===== src/tov_pkg.sv =====
// Shared constants, settings and state types of the overvoltage timer
package tov_pkg;

	// Bus and datapath widths
	localparam int ADDR_W = 4;
	localparam int DATA_W = 16;
	localparam int RMS_W  = 16;
	localparam int THR_W  = 8;
	localparam int HYS_W  = 4;
	localparam int DLY_W  = 16;
	localparam int CMP_W  = 32;
	localparam int DIV_W  = 16;

	// Register offsets
	localparam logic [ADDR_W-1:0] REG_CTRL    = 4'h0;
	localparam logic [ADDR_W-1:0] REG_THRESH  = 4'h1;
	localparam logic [ADDR_W-1:0] REG_HYST    = 4'h2;
	localparam logic [ADDR_W-1:0] REG_DELAY   = 4'h3;
	localparam logic [ADDR_W-1:0] REG_NOMINAL = 4'h4;
	localparam logic [ADDR_W-1:0] REG_STATUS  = 4'h5;
	localparam logic [ADDR_W-1:0] REG_RMS1    = 4'h6;
	localparam logic [ADDR_W-1:0] REG_RMS2    = 4'h7;
	localparam logic [ADDR_W-1:0] REG_RMS3    = 4'h8;

	// Control field positions
	localparam int CTRL_ENABLE_BIT = 0;
	localparam int CTRL_SONLY_BIT  = 1;
	localparam int CTRL_PH2PH_BIT  = 2;

	// Status field positions
	localparam int STAT_START_LSB = 0;
	localparam int STAT_ANY_BIT   = 3;
	localparam int STAT_TRIP_BIT  = 4;
	localparam int STAT_ACT_BIT   = 5;
	localparam int STAT_BLK_BIT   = 6;

	// Setting limits and reset values
	localparam logic [THR_W-1:0]  THR_MIN  = 8'h1e;
	localparam logic [THR_W-1:0]  THR_MAX  = 8'h82;
	localparam logic [THR_W-1:0]  THR_DEF  = 8'h6e;
	localparam logic [HYS_W-1:0]  HYS_MIN  = 4'h1;
	localparam logic [HYS_W-1:0]  HYS_MAX  = 4'ha;
	localparam logic [HYS_W-1:0]  HYS_DEF  = 4'h5;
	localparam logic [DLY_W-1:0]  DLY_MAX  = 16'hea60;
	localparam logic [DLY_W-1:0]  DLY_DEF  = 16'h0064;
	localparam logic [RMS_W-1:0]  NOM_DEF  = 16'h2710;
	localparam logic [CMP_W-1:0]  PCT_FULL = 32'h00000064;

	// Timing: one delay step is one millisecond at a 100 ns clock
	localparam int TICK_MS      = 1;
	localparam int CLK_PERIOD_NS = 100;
	localparam int MS_CYCLES    = (TICK_MS * 1000000 + CLK_PERIOD_NS - 1) / CLK_PERIOD_NS;

	// Settings carried to the decision logic
	typedef struct packed {
		logic             enable;
		logic             start_only;
		logic             ph2ph;
		logic [THR_W-1:0] thresh;
		logic [HYS_W-1:0] hyst;
		logic [DLY_W-1:0] delay;
		logic [RMS_W-1:0] nominal;
	} tov_cfg_t;

	// State of one channel
	typedef struct packed {
		logic             start;
		logic             trip;
		logic [DLY_W-1:0] cnt;
	} tov_chan_st_t;

endpackage : tov_pkg


===== src/tov_chan.sv =====
// One channel: hysteresis start detector and definite-time delay
`timescale 1ns/1ps
module tov_chan (
	// Clock and reset
	input  wire logic                       clk,
	input  wire logic                       rstn,
	// Control
	input  wire logic                       active,
	input  wire logic                       sample,
	input  wire logic                       tick,
	// Levels and measurement
	input  wire logic [tov_pkg::RMS_W-1:0]  rms,
	input  wire logic [tov_pkg::CMP_W-1:0]  pick_lvl,
	input  wire logic [tov_pkg::CMP_W-1:0]  drop_lvl,
	input  wire logic [tov_pkg::DLY_W-1:0]  delay,
	// Results
	output logic                            start,
	output logic                            trip
);
	import tov_pkg::*;

	tov_chan_st_t     q;
	tov_chan_st_t     d;
	logic [CMP_W-1:0] scaled;
	logic             above;
	logic             below;

	////////////////////////////////////////////////////////////////////////
	// Scaled to percent of percent so both levels compare without division
	assign scaled = CMP_W'(rms) * PCT_FULL * PCT_FULL;
	assign above  = scaled > pick_lvl;
	assign below  = scaled <= drop_lvl;

	always_comb begin
		d = q;
		if (!active) begin
			d.start = 1'b0;
			d.trip  = 1'b0;
			d.cnt   = '0;
		end else begin
			if (sample) begin
				if (!q.start && above) begin
					d.start = 1'b1;
				end else if (q.start && below) begin
					d.start = 1'b0;
				end
			end
			if (!d.start) begin
				d.cnt  = '0;
				d.trip = 1'b0;
			end else begin
				if (tick && (q.cnt < delay)) begin
					d.cnt = q.cnt + 1'b1;
				end
				d.trip = (d.cnt >= delay);
			end
		end
	end

	always_ff @(posedge clk or negedge rstn) begin
		if (!rstn) begin
			q <= '0;
		end else begin
			q <= d;
		end
	end

	assign start = q.start;
	assign trip  = q.trip;

endmodule : tov_chan


===== src/tov_top.sv =====
// Three-channel definite-time overvoltage decision block with settings port
//
// The address map and the address-and-strobe port were left to the implementer.
`timescale 1ns/1ps
// Operation
// - A channel starts when its RMS magnitude exceeds the start threshold, 30 to 130 percent of nominal, default 110.
// - Each of the three channels has its own start and its own internal trip status.
// - While a channel is started a definite delay of 0 to 60000 ms, default 100, is timed.
// - When the delay has expired while the channel is still started its trip status is set.
// - A started channel drops only when its magnitude is below the threshold by the reset ratio, 1 to 10 percent, default 5.
// - An enable, Off after reset, keeps every start and trip inactive while Off.
// - A start-only option, 0 after reset, keeps starts working but suppresses trip when set.
// - Per-channel trip statuses stay internal and only the general trip is an output.
// - In phase-to-phase mode the three channels stand for the L12, L23 and L31 pairs.
// - While the external block input is high the whole function is disabled and the start and trip outputs are low.
// - The general trip is formed from the channel trips and the settings in a decision stage.
// - The general start is high whenever any channel start is high.
// - The general trip is issued only when a delay has expired and start-only is cleared.
module tov_top #(
	parameter int MS_CYCLES = tov_pkg::MS_CYCLES
) (
	// Clock and reset
	input  wire logic                        clk,
	input  wire logic                        rstn,
	// Settings port
	input  wire logic [tov_pkg::ADDR_W-1:0]  reg_addr,
	input  wire logic [tov_pkg::DATA_W-1:0]  reg_wdata,
	input  wire logic                        reg_wr,
	input  wire logic                        reg_rd,
	output logic      [tov_pkg::DATA_W-1:0]  reg_rdata,
	// Measurements from the RMS stage
	input  wire logic [tov_pkg::RMS_W-1:0]   rms_ch1,
	input  wire logic [tov_pkg::RMS_W-1:0]   rms_ch2,
	input  wire logic [tov_pkg::RMS_W-1:0]   rms_ch3,
	input  wire logic                        rms_valid,
	// Blocking from the equation logic
	input  wire logic                        block_in,
	// Starts and trip
	output logic                             start_ch1,
	output logic                             start_ch2,
	output logic                             start_ch3,
	output logic                             any_start_out,
	output logic                             combined_trip_out,
	output logic                             ph2ph_mode
);
	import tov_pkg::*;

	////////////////////////////////////////////////////////////////////////
	// Registered state

	typedef struct packed {
		tov_cfg_t          cfg;
		logic [CMP_W-1:0]  pick;
		logic [CMP_W-1:0]  drop;
		logic [RMS_W-1:0]  rms1;
		logic [RMS_W-1:0]  rms2;
		logic [RMS_W-1:0]  rms3;
		logic              smp;
		logic [DIV_W-1:0]  div;
		logic              tick;
		logic              active;
		logic              blk;
		logic [2:0]        start;
		logic              any;
		logic              trip;
		logic [DATA_W-1:0] rdata;
	} tov_top_st_t;

	localparam logic [DIV_W-1:0] DIV_LAST = DIV_W'(MS_CYCLES - 1);

	tov_top_st_t       q;
	tov_top_st_t       d;
	logic [2:0]        ch_start;
	logic [2:0]        ch_trip;
	logic              active_now;
	logic [DATA_W-1:0] status_word;
	logic [DATA_W-1:0] ctrl_word;

	////////////////////////////////////////////////////////////////////////
	// Setting limits

	function automatic logic [THR_W-1:0] clamp_thr(input logic [DATA_W-1:0] v);
		logic [THR_W-1:0] r;
		r = THR_DEF;
		if (v < DATA_W'(THR_MIN)) begin
			r = THR_MIN;
		end else if (v > DATA_W'(THR_MAX)) begin
			r = THR_MAX;
		end else begin
			r = v[THR_W-1:0];
		end
		return r;
	endfunction : clamp_thr

	function automatic logic [HYS_W-1:0] clamp_hys(input logic [DATA_W-1:0] v);
		logic [HYS_W-1:0] r;
		r = HYS_DEF;
		if (v < DATA_W'(HYS_MIN)) begin
			r = HYS_MIN;
		end else if (v > DATA_W'(HYS_MAX)) begin
			r = HYS_MAX;
		end else begin
			r = v[HYS_W-1:0];
		end
		return r;
	endfunction : clamp_hys

	function automatic logic [DLY_W-1:0] clamp_dly(input logic [DATA_W-1:0] v);
		logic [DLY_W-1:0] r;
		r = v;
		if (v > DLY_MAX) begin
			r = DLY_MAX;
		end
		return r;
	endfunction : clamp_dly

	////////////////////////////////////////////////////////////////////////
	// Channels

	assign active_now = q.cfg.enable && !block_in;

	tov_chan u_ch1 (
		.clk      (clk),
		.rstn     (rstn),
		.active   (active_now),
		.sample   (q.smp),
		.tick     (q.tick),
		.rms      (q.rms1),
		.pick_lvl (q.pick),
		.drop_lvl (q.drop),
		.delay    (q.cfg.delay),
		.start    (ch_start[0]),
		.trip     (ch_trip[0])
	);

	tov_chan u_ch2 (
		.clk      (clk),
		.rstn     (rstn),
		.active   (active_now),
		.sample   (q.smp),
		.tick     (q.tick),
		.rms      (q.rms2),
		.pick_lvl (q.pick),
		.drop_lvl (q.drop),
		.delay    (q.cfg.delay),
		.start    (ch_start[1]),
		.trip     (ch_trip[1])
	);

	tov_chan u_ch3 (
		.clk      (clk),
		.rstn     (rstn),
		.active   (active_now),
		.sample   (q.smp),
		.tick     (q.tick),
		.rms      (q.rms3),
		.pick_lvl (q.pick),
		.drop_lvl (q.drop),
		.delay    (q.cfg.delay),
		.start    (ch_start[2]),
		.trip     (ch_trip[2])
	);

	////////////////////////////////////////////////////////////////////////
	// Readback words; channel trips are left out on purpose

	always_comb begin
		ctrl_word                  = '0;
		ctrl_word[CTRL_ENABLE_BIT] = q.cfg.enable;
		ctrl_word[CTRL_SONLY_BIT]  = q.cfg.start_only;
		ctrl_word[CTRL_PH2PH_BIT]  = q.cfg.ph2ph;
	end

	always_comb begin
		status_word                               = '0;
		status_word[STAT_START_LSB +: 3]          = q.start;
		status_word[STAT_ANY_BIT]                 = q.any;
		status_word[STAT_TRIP_BIT]                = q.trip;
		status_word[STAT_ACT_BIT]                 = q.active;
		status_word[STAT_BLK_BIT]                 = q.blk;
	end

	////////////////////////////////////////////////////////////////////////
	// Next state

	always_comb begin
		d = q;

		// Millisecond enable from the clock divider
		d.tick = 1'b0;
		if (q.div >= DIV_LAST) begin
			d.div  = '0;
			d.tick = 1'b1;
		end else begin
			d.div = q.div + 1'b1;
		end

		d.smp = rms_valid;
		if (rms_valid) begin
			d.rms1 = rms_ch1;
			d.rms2 = rms_ch2;
			d.rms3 = rms_ch3;
		end

		// Levels recomputed each cycle so setting changes apply one clock after the setting register updates
		d.pick = CMP_W'(q.cfg.nominal) * CMP_W'(q.cfg.thresh) * PCT_FULL;
		d.drop = CMP_W'(q.cfg.nominal) * CMP_W'(q.cfg.thresh)
		         * (PCT_FULL - CMP_W'(q.cfg.hyst));

		// Settings writes
		if (reg_wr) begin
			if (reg_addr == REG_CTRL) begin
				d.cfg.enable     = reg_wdata[CTRL_ENABLE_BIT];
				d.cfg.start_only = reg_wdata[CTRL_SONLY_BIT];
				d.cfg.ph2ph      = reg_wdata[CTRL_PH2PH_BIT];
			end else if (reg_addr == REG_THRESH) begin
				d.cfg.thresh = clamp_thr(reg_wdata);
			end else if (reg_addr == REG_HYST) begin
				d.cfg.hyst = clamp_hys(reg_wdata);
			end else if (reg_addr == REG_DELAY) begin
				d.cfg.delay = clamp_dly(reg_wdata);
			end else if (reg_addr == REG_NOMINAL) begin
				d.cfg.nominal = reg_wdata;
			end
		end

		// Read data stand only in the cycle after the strobe
		d.rdata = '0;
		if (reg_rd) begin
			if (reg_addr == REG_CTRL) begin
				d.rdata = ctrl_word;
			end else if (reg_addr == REG_THRESH) begin
				d.rdata = DATA_W'(q.cfg.thresh);
			end else if (reg_addr == REG_HYST) begin
				d.rdata = DATA_W'(q.cfg.hyst);
			end else if (reg_addr == REG_DELAY) begin
				d.rdata = q.cfg.delay;
			end else if (reg_addr == REG_NOMINAL) begin
				d.rdata = q.cfg.nominal;
			end else if (reg_addr == REG_STATUS) begin
				d.rdata = status_word;
			end else if (reg_addr == REG_RMS1) begin
				d.rdata = q.rms1;
			end else if (reg_addr == REG_RMS2) begin
				d.rdata = q.rms2;
			end else if (reg_addr == REG_RMS3) begin
				d.rdata = q.rms3;
			end
		end

		// Decision stage
		d.active = active_now;
		d.blk    = block_in;
		if (!active_now) begin
			d.start = '0;
			d.any   = 1'b0;
			d.trip  = 1'b0;
		end else begin
			d.start = ch_start;
			d.any   = |ch_start;
			d.trip  = (|ch_trip) && !q.cfg.start_only;
		end
	end

	////////////////////////////////////////////////////////////////////////
	// State register

	always_ff @(posedge clk or negedge rstn) begin
		if (!rstn) begin
			q                <= '0;
			q.cfg.thresh     <= THR_DEF;
			q.cfg.hyst       <= HYS_DEF;
			q.cfg.delay      <= DLY_DEF;
			q.cfg.nominal    <= NOM_DEF;
		end else begin
			q <= d;
		end
	end

	////////////////////////////////////////////////////////////////////////
	// Outputs

	assign reg_rdata         = q.rdata;
	assign start_ch1         = q.start[0];
	assign start_ch2         = q.start[1];
	assign start_ch3         = q.start[2];
	assign any_start_out     = q.any;
	assign combined_trip_out = q.trip;
	assign ph2ph_mode        = q.cfg.ph2ph;

endmodule : tov_top


===== config.mk =====
export PLATFORM = sky130hd
export DESIGN_NAME = tov_top
export DESIGN_NICKNAME = d
export VERILOG_FILES = /design/src/tov_pkg.sv /design/src/tov_chan.sv /design/src/tov_top.sv
export SDC_FILE = /design/constraint.sdc
export NUM_CORES = 2
export LEC_CHECK = 0
export BUFFER_PORTS_ARGS = -buffer_cell sky130_fd_sc_hd__buf_2
export CORE_MARGIN = 8
export CORE_UTILIZATION = 60
export CTS_BUF_LIST = sky130_fd_sc_hd__clkbuf_8
export DETAILED_ROUTE_END_ITERATION = 10
export GPL_TIMING_DRIVEN = 0
export PLACE_DENSITY = 0.8
export SYNTH_ARGS = -nofsm -noshare
export SYNTH_HDL_FRONTEND = slang
export SYNTH_SLANG_ARGS = --single-unit

===== constraint.sdc =====
create_clock -name clk -period 13.9 [get_ports clk]
set_input_delay 2.085 -clock clk [delete_from_list [all_inputs] [get_ports clk]]
set_output_delay 2.085 -clock clk [all_outputs]
set_load 0.01 [all_outputs]

==> reports/qor.yml <==
ant_nets: 0
cp-startpoint: "q[194]$_DFFE_PN1P_"
cts_hold_buf: 0
ys_warn_count: 0
syn_area_per_cell_um2: 9.134
drc: 0
hp-class: "flip-flop to flip-flop"
io_buffers: 95
post_cts_buffers: 0
max_slew_margin_pct: 9.274
ios: 96
mostFrequentLayoutCells: "ha_1 (798), inv_1 (697), fa_1 (294)"
cpMostUsedCell: "fa_1"
critPathArrivalTime_ps: 11700
tightest_slew_ps: 1351
clkTransAtPathRegs_ps: 60
cts_tree: "built"
fin_hold_ws_ps: 479.8
skew_ps: 63.68
dieArea_um2: 71270
grt_pass1_vias: 30477
num_vias: 30225
wl_per_cell_um: 19.20
overflow: 0
dp_hpwl_um: 81000
cts_resized: 0
maxCapViolCount: 0
finalCritPeriodShare_pct: 80.69
place.gp.congestion: 0.9681
clock_sinks: 251
drt_iter0_drc: 2486
start_util_pct: 60.34
ys.flop_type: "dfrtp_1"
slowest_delay_ps: 860
routed_via_density: 5.855
grt_pass1_wl_um: 159900
crit_fanout: 10
r2r-end: "q[120]$_DFF_PN0_"
core_area_um2: 62620
tns_ps: 0
totalWireLength_um: 99090
drt_pass1_iterations: 7
synth_area_um2: 37790
regToRegSetupSlack_ps: 2680
ff2ff_path_depth: 36
ys_seq_area_share_pct: 16.67
fmax_ghz: 0.08915
die_h_um: 267.0
fin_crit_ps: 11220
h-tree-depth: 2
cts_root_buf: "clkbuf_8"
drv_slew: 0
ys_ff_latch: 251
antenna_found_initial: 6
mostFrequentLayoutCell: "ha_1"
crit_path_top_delay_cell: "xor2_1"
finalHoldViolations: 0
required_ps: 14380
synth_cell_types: 90
rsz0062_at_grt: "no"
startpoint_type: "flip-flop"
drive_gt1_share_pct: 6.586
cp-endpoint: "q[120]$_DFF_PN0_"
status: "complete, no violations"
netlist_instances: 4137
die_w_um: 267.0
final_net_count: 5446
async_reset_ff_share_pct: 100.0
setup_viol: 0
synth_edf_count: 0
path_class: "flip-flop to flip-flop"
synthToLayoutAreaGrowth_pct: 6.970
cts_inserted_buffers: 43
cts_buffer_depth: 3
grt_max_degree: 116
end_kind: "flip-flop"
clk_latency_ps: 650
track_usage_pct: 27.93
reg2reg_from: "q[194]$_DFFE_PN1P_"
rows: 92
## registers in the layout, indices dropped and copies added, names as in the netlist
| signal | count |
|---|---|
| reg_rdata | 16 |
| start_ch1 | 1 |
| u_ch3.q | 16 |
| start_ch2 | 1 |
| u_ch2.start | 1 |
| u_ch2.q | 16 |
| u_ch1.trip | 1 |
| ctrl_word | 2 |
| q | 173 |
| any_start_out | 1 |
| u_ch2.trip | 1 |
| ph2ph_mode | 1 |
| u_ch3.start | 1 |
| combined_trip_out | 1 |
| u_ch1.start | 1 |
| u_ch3.trip | 1 |
| start_ch3 | 1 |
| u_ch1.q | 16 |
## worst max-delay path: cells and delay by family, from the launching register on
| kind | cells | cell delay [ps] |
|---|---|---|
| AOI/OAI and AO/OA | 13 | 3030 |
| DFF | 1 | 690 |
| adders and majority gates | 10 | 4810 |
| and+or+nand+nor | 4 | 560 |
| xor gates and xnor gates | 2 | 1050 |
| buffers and inverters | 7 | 910 |
## how the worst min path moves through the flow
stage / slack (ps) / startpoint / depth (start not counted) / end
final: 480 / ctrl_word[1]$_DFFE_PN0P_ / 1 / combined_trip_out$_DFF_PN0_
after global routing: 500 / ctrl_word[1]$_DFFE_PN0P_ / 1 / combined_trip_out$_DFF_PN0_
after CTS: 470 / ctrl_word[1]$_DFFE_PN0P_ / 1 / combined_trip_out$_DFF_PN0_
after detailed placement: 470 / ctrl_word[1]$_DFFE_PN0P_ / 1 / combined_trip_out$_DFF_PN0_
after global placement: 470 / q[24]$_DFF_PN0_ / 1 / q[24]$_DFF_PN0_
after floorplan: 430 / ctrl_word[1]$_DFFE_PN0P_ / 1 / combined_trip_out$_DFF_PN0_
## layout make-up
class	instances	area [um^2]
inverter	688	2582
buffer	76	355.3
clock inverter	24	291.5
multi-input combinational	3123	28550
fill	5165	22200
timing repair buffer	97	540.5
clock buffer	53	729.5
sequential	251	6300
tap	846	1059
antenna	4	10.01
## kinds of logic (layout without fill, tap and decap cells)
kind of cell	Yosys count	after routing	share of synthesized area, %
fa+ha+maj	1092	1092	42.00
simple gates	962	962	12.58
compound gates	764	764	13.56
buf+inv	764	938	7.775
flops	251	251	16.67
xor+xnor	237	237	5.493
mux	66	66	1.911
other cells	1	6	0.009924
## through the flow
| step | util [%] | worst slack (ps) | instances | instance area, um^2 |
|---|---|---|---|---|
| after floorplan | - | 4616 | 4138 | 37790 |
| after global placement | 62.80 | 2890 | 5079 | 39330 |
| after detailed placement | 62.90 | 2865 | 5081 | 39390 |
| after CTS | 64.53 | 2753 | 5158 | 40410 |
| after global routing | 64.55 | 2261 | 5162 | 40420 |
| final | 64.55 | 2684 | 5162 | 40420 |
## per-layer routing
layer / global-route usage (%) / routed length (um) / part of all wire [%]
met5: 0 / 22 / 0.022
met2: 45.01 / 44990 / 45
met4: 12.10 / 4605 / 4.6
met3: 4.836 / 7451 / 7.5
met1: 36.82 / 42020 / 42
## synthesized netlist by cell type, drive strengths merged, types with 18 or more instances
cell       n  area share (%)
dfrtp    236              16
nand2    215             2.1
fa       294              16
clkbuf    48            0.48
inv      688             6.8
nand4     47            0.78
xnor2    150             3.5
mux2      49             1.5
o21a      40            0.79
o31a      20            0.46
nand2b    31            0.51
ha       798              26
o21ai    150             2.0
nor2b     53            0.88
and3      33            0.55
nor2     267             2.7
a2111oi   18            0.60
and2     130             2.2
nand3     67            0.89
a21o     152             3.0
xor2      87             2.0
a21oi    200             2.7
o21bai    23            0.46
nor3      55            0.81
buf       28            0.46
a211oi    22            0.45
Power is left out: the tool's default activity adds up to more than one toggle a clock period on the data nets, which glitch-free logic cannot reach.
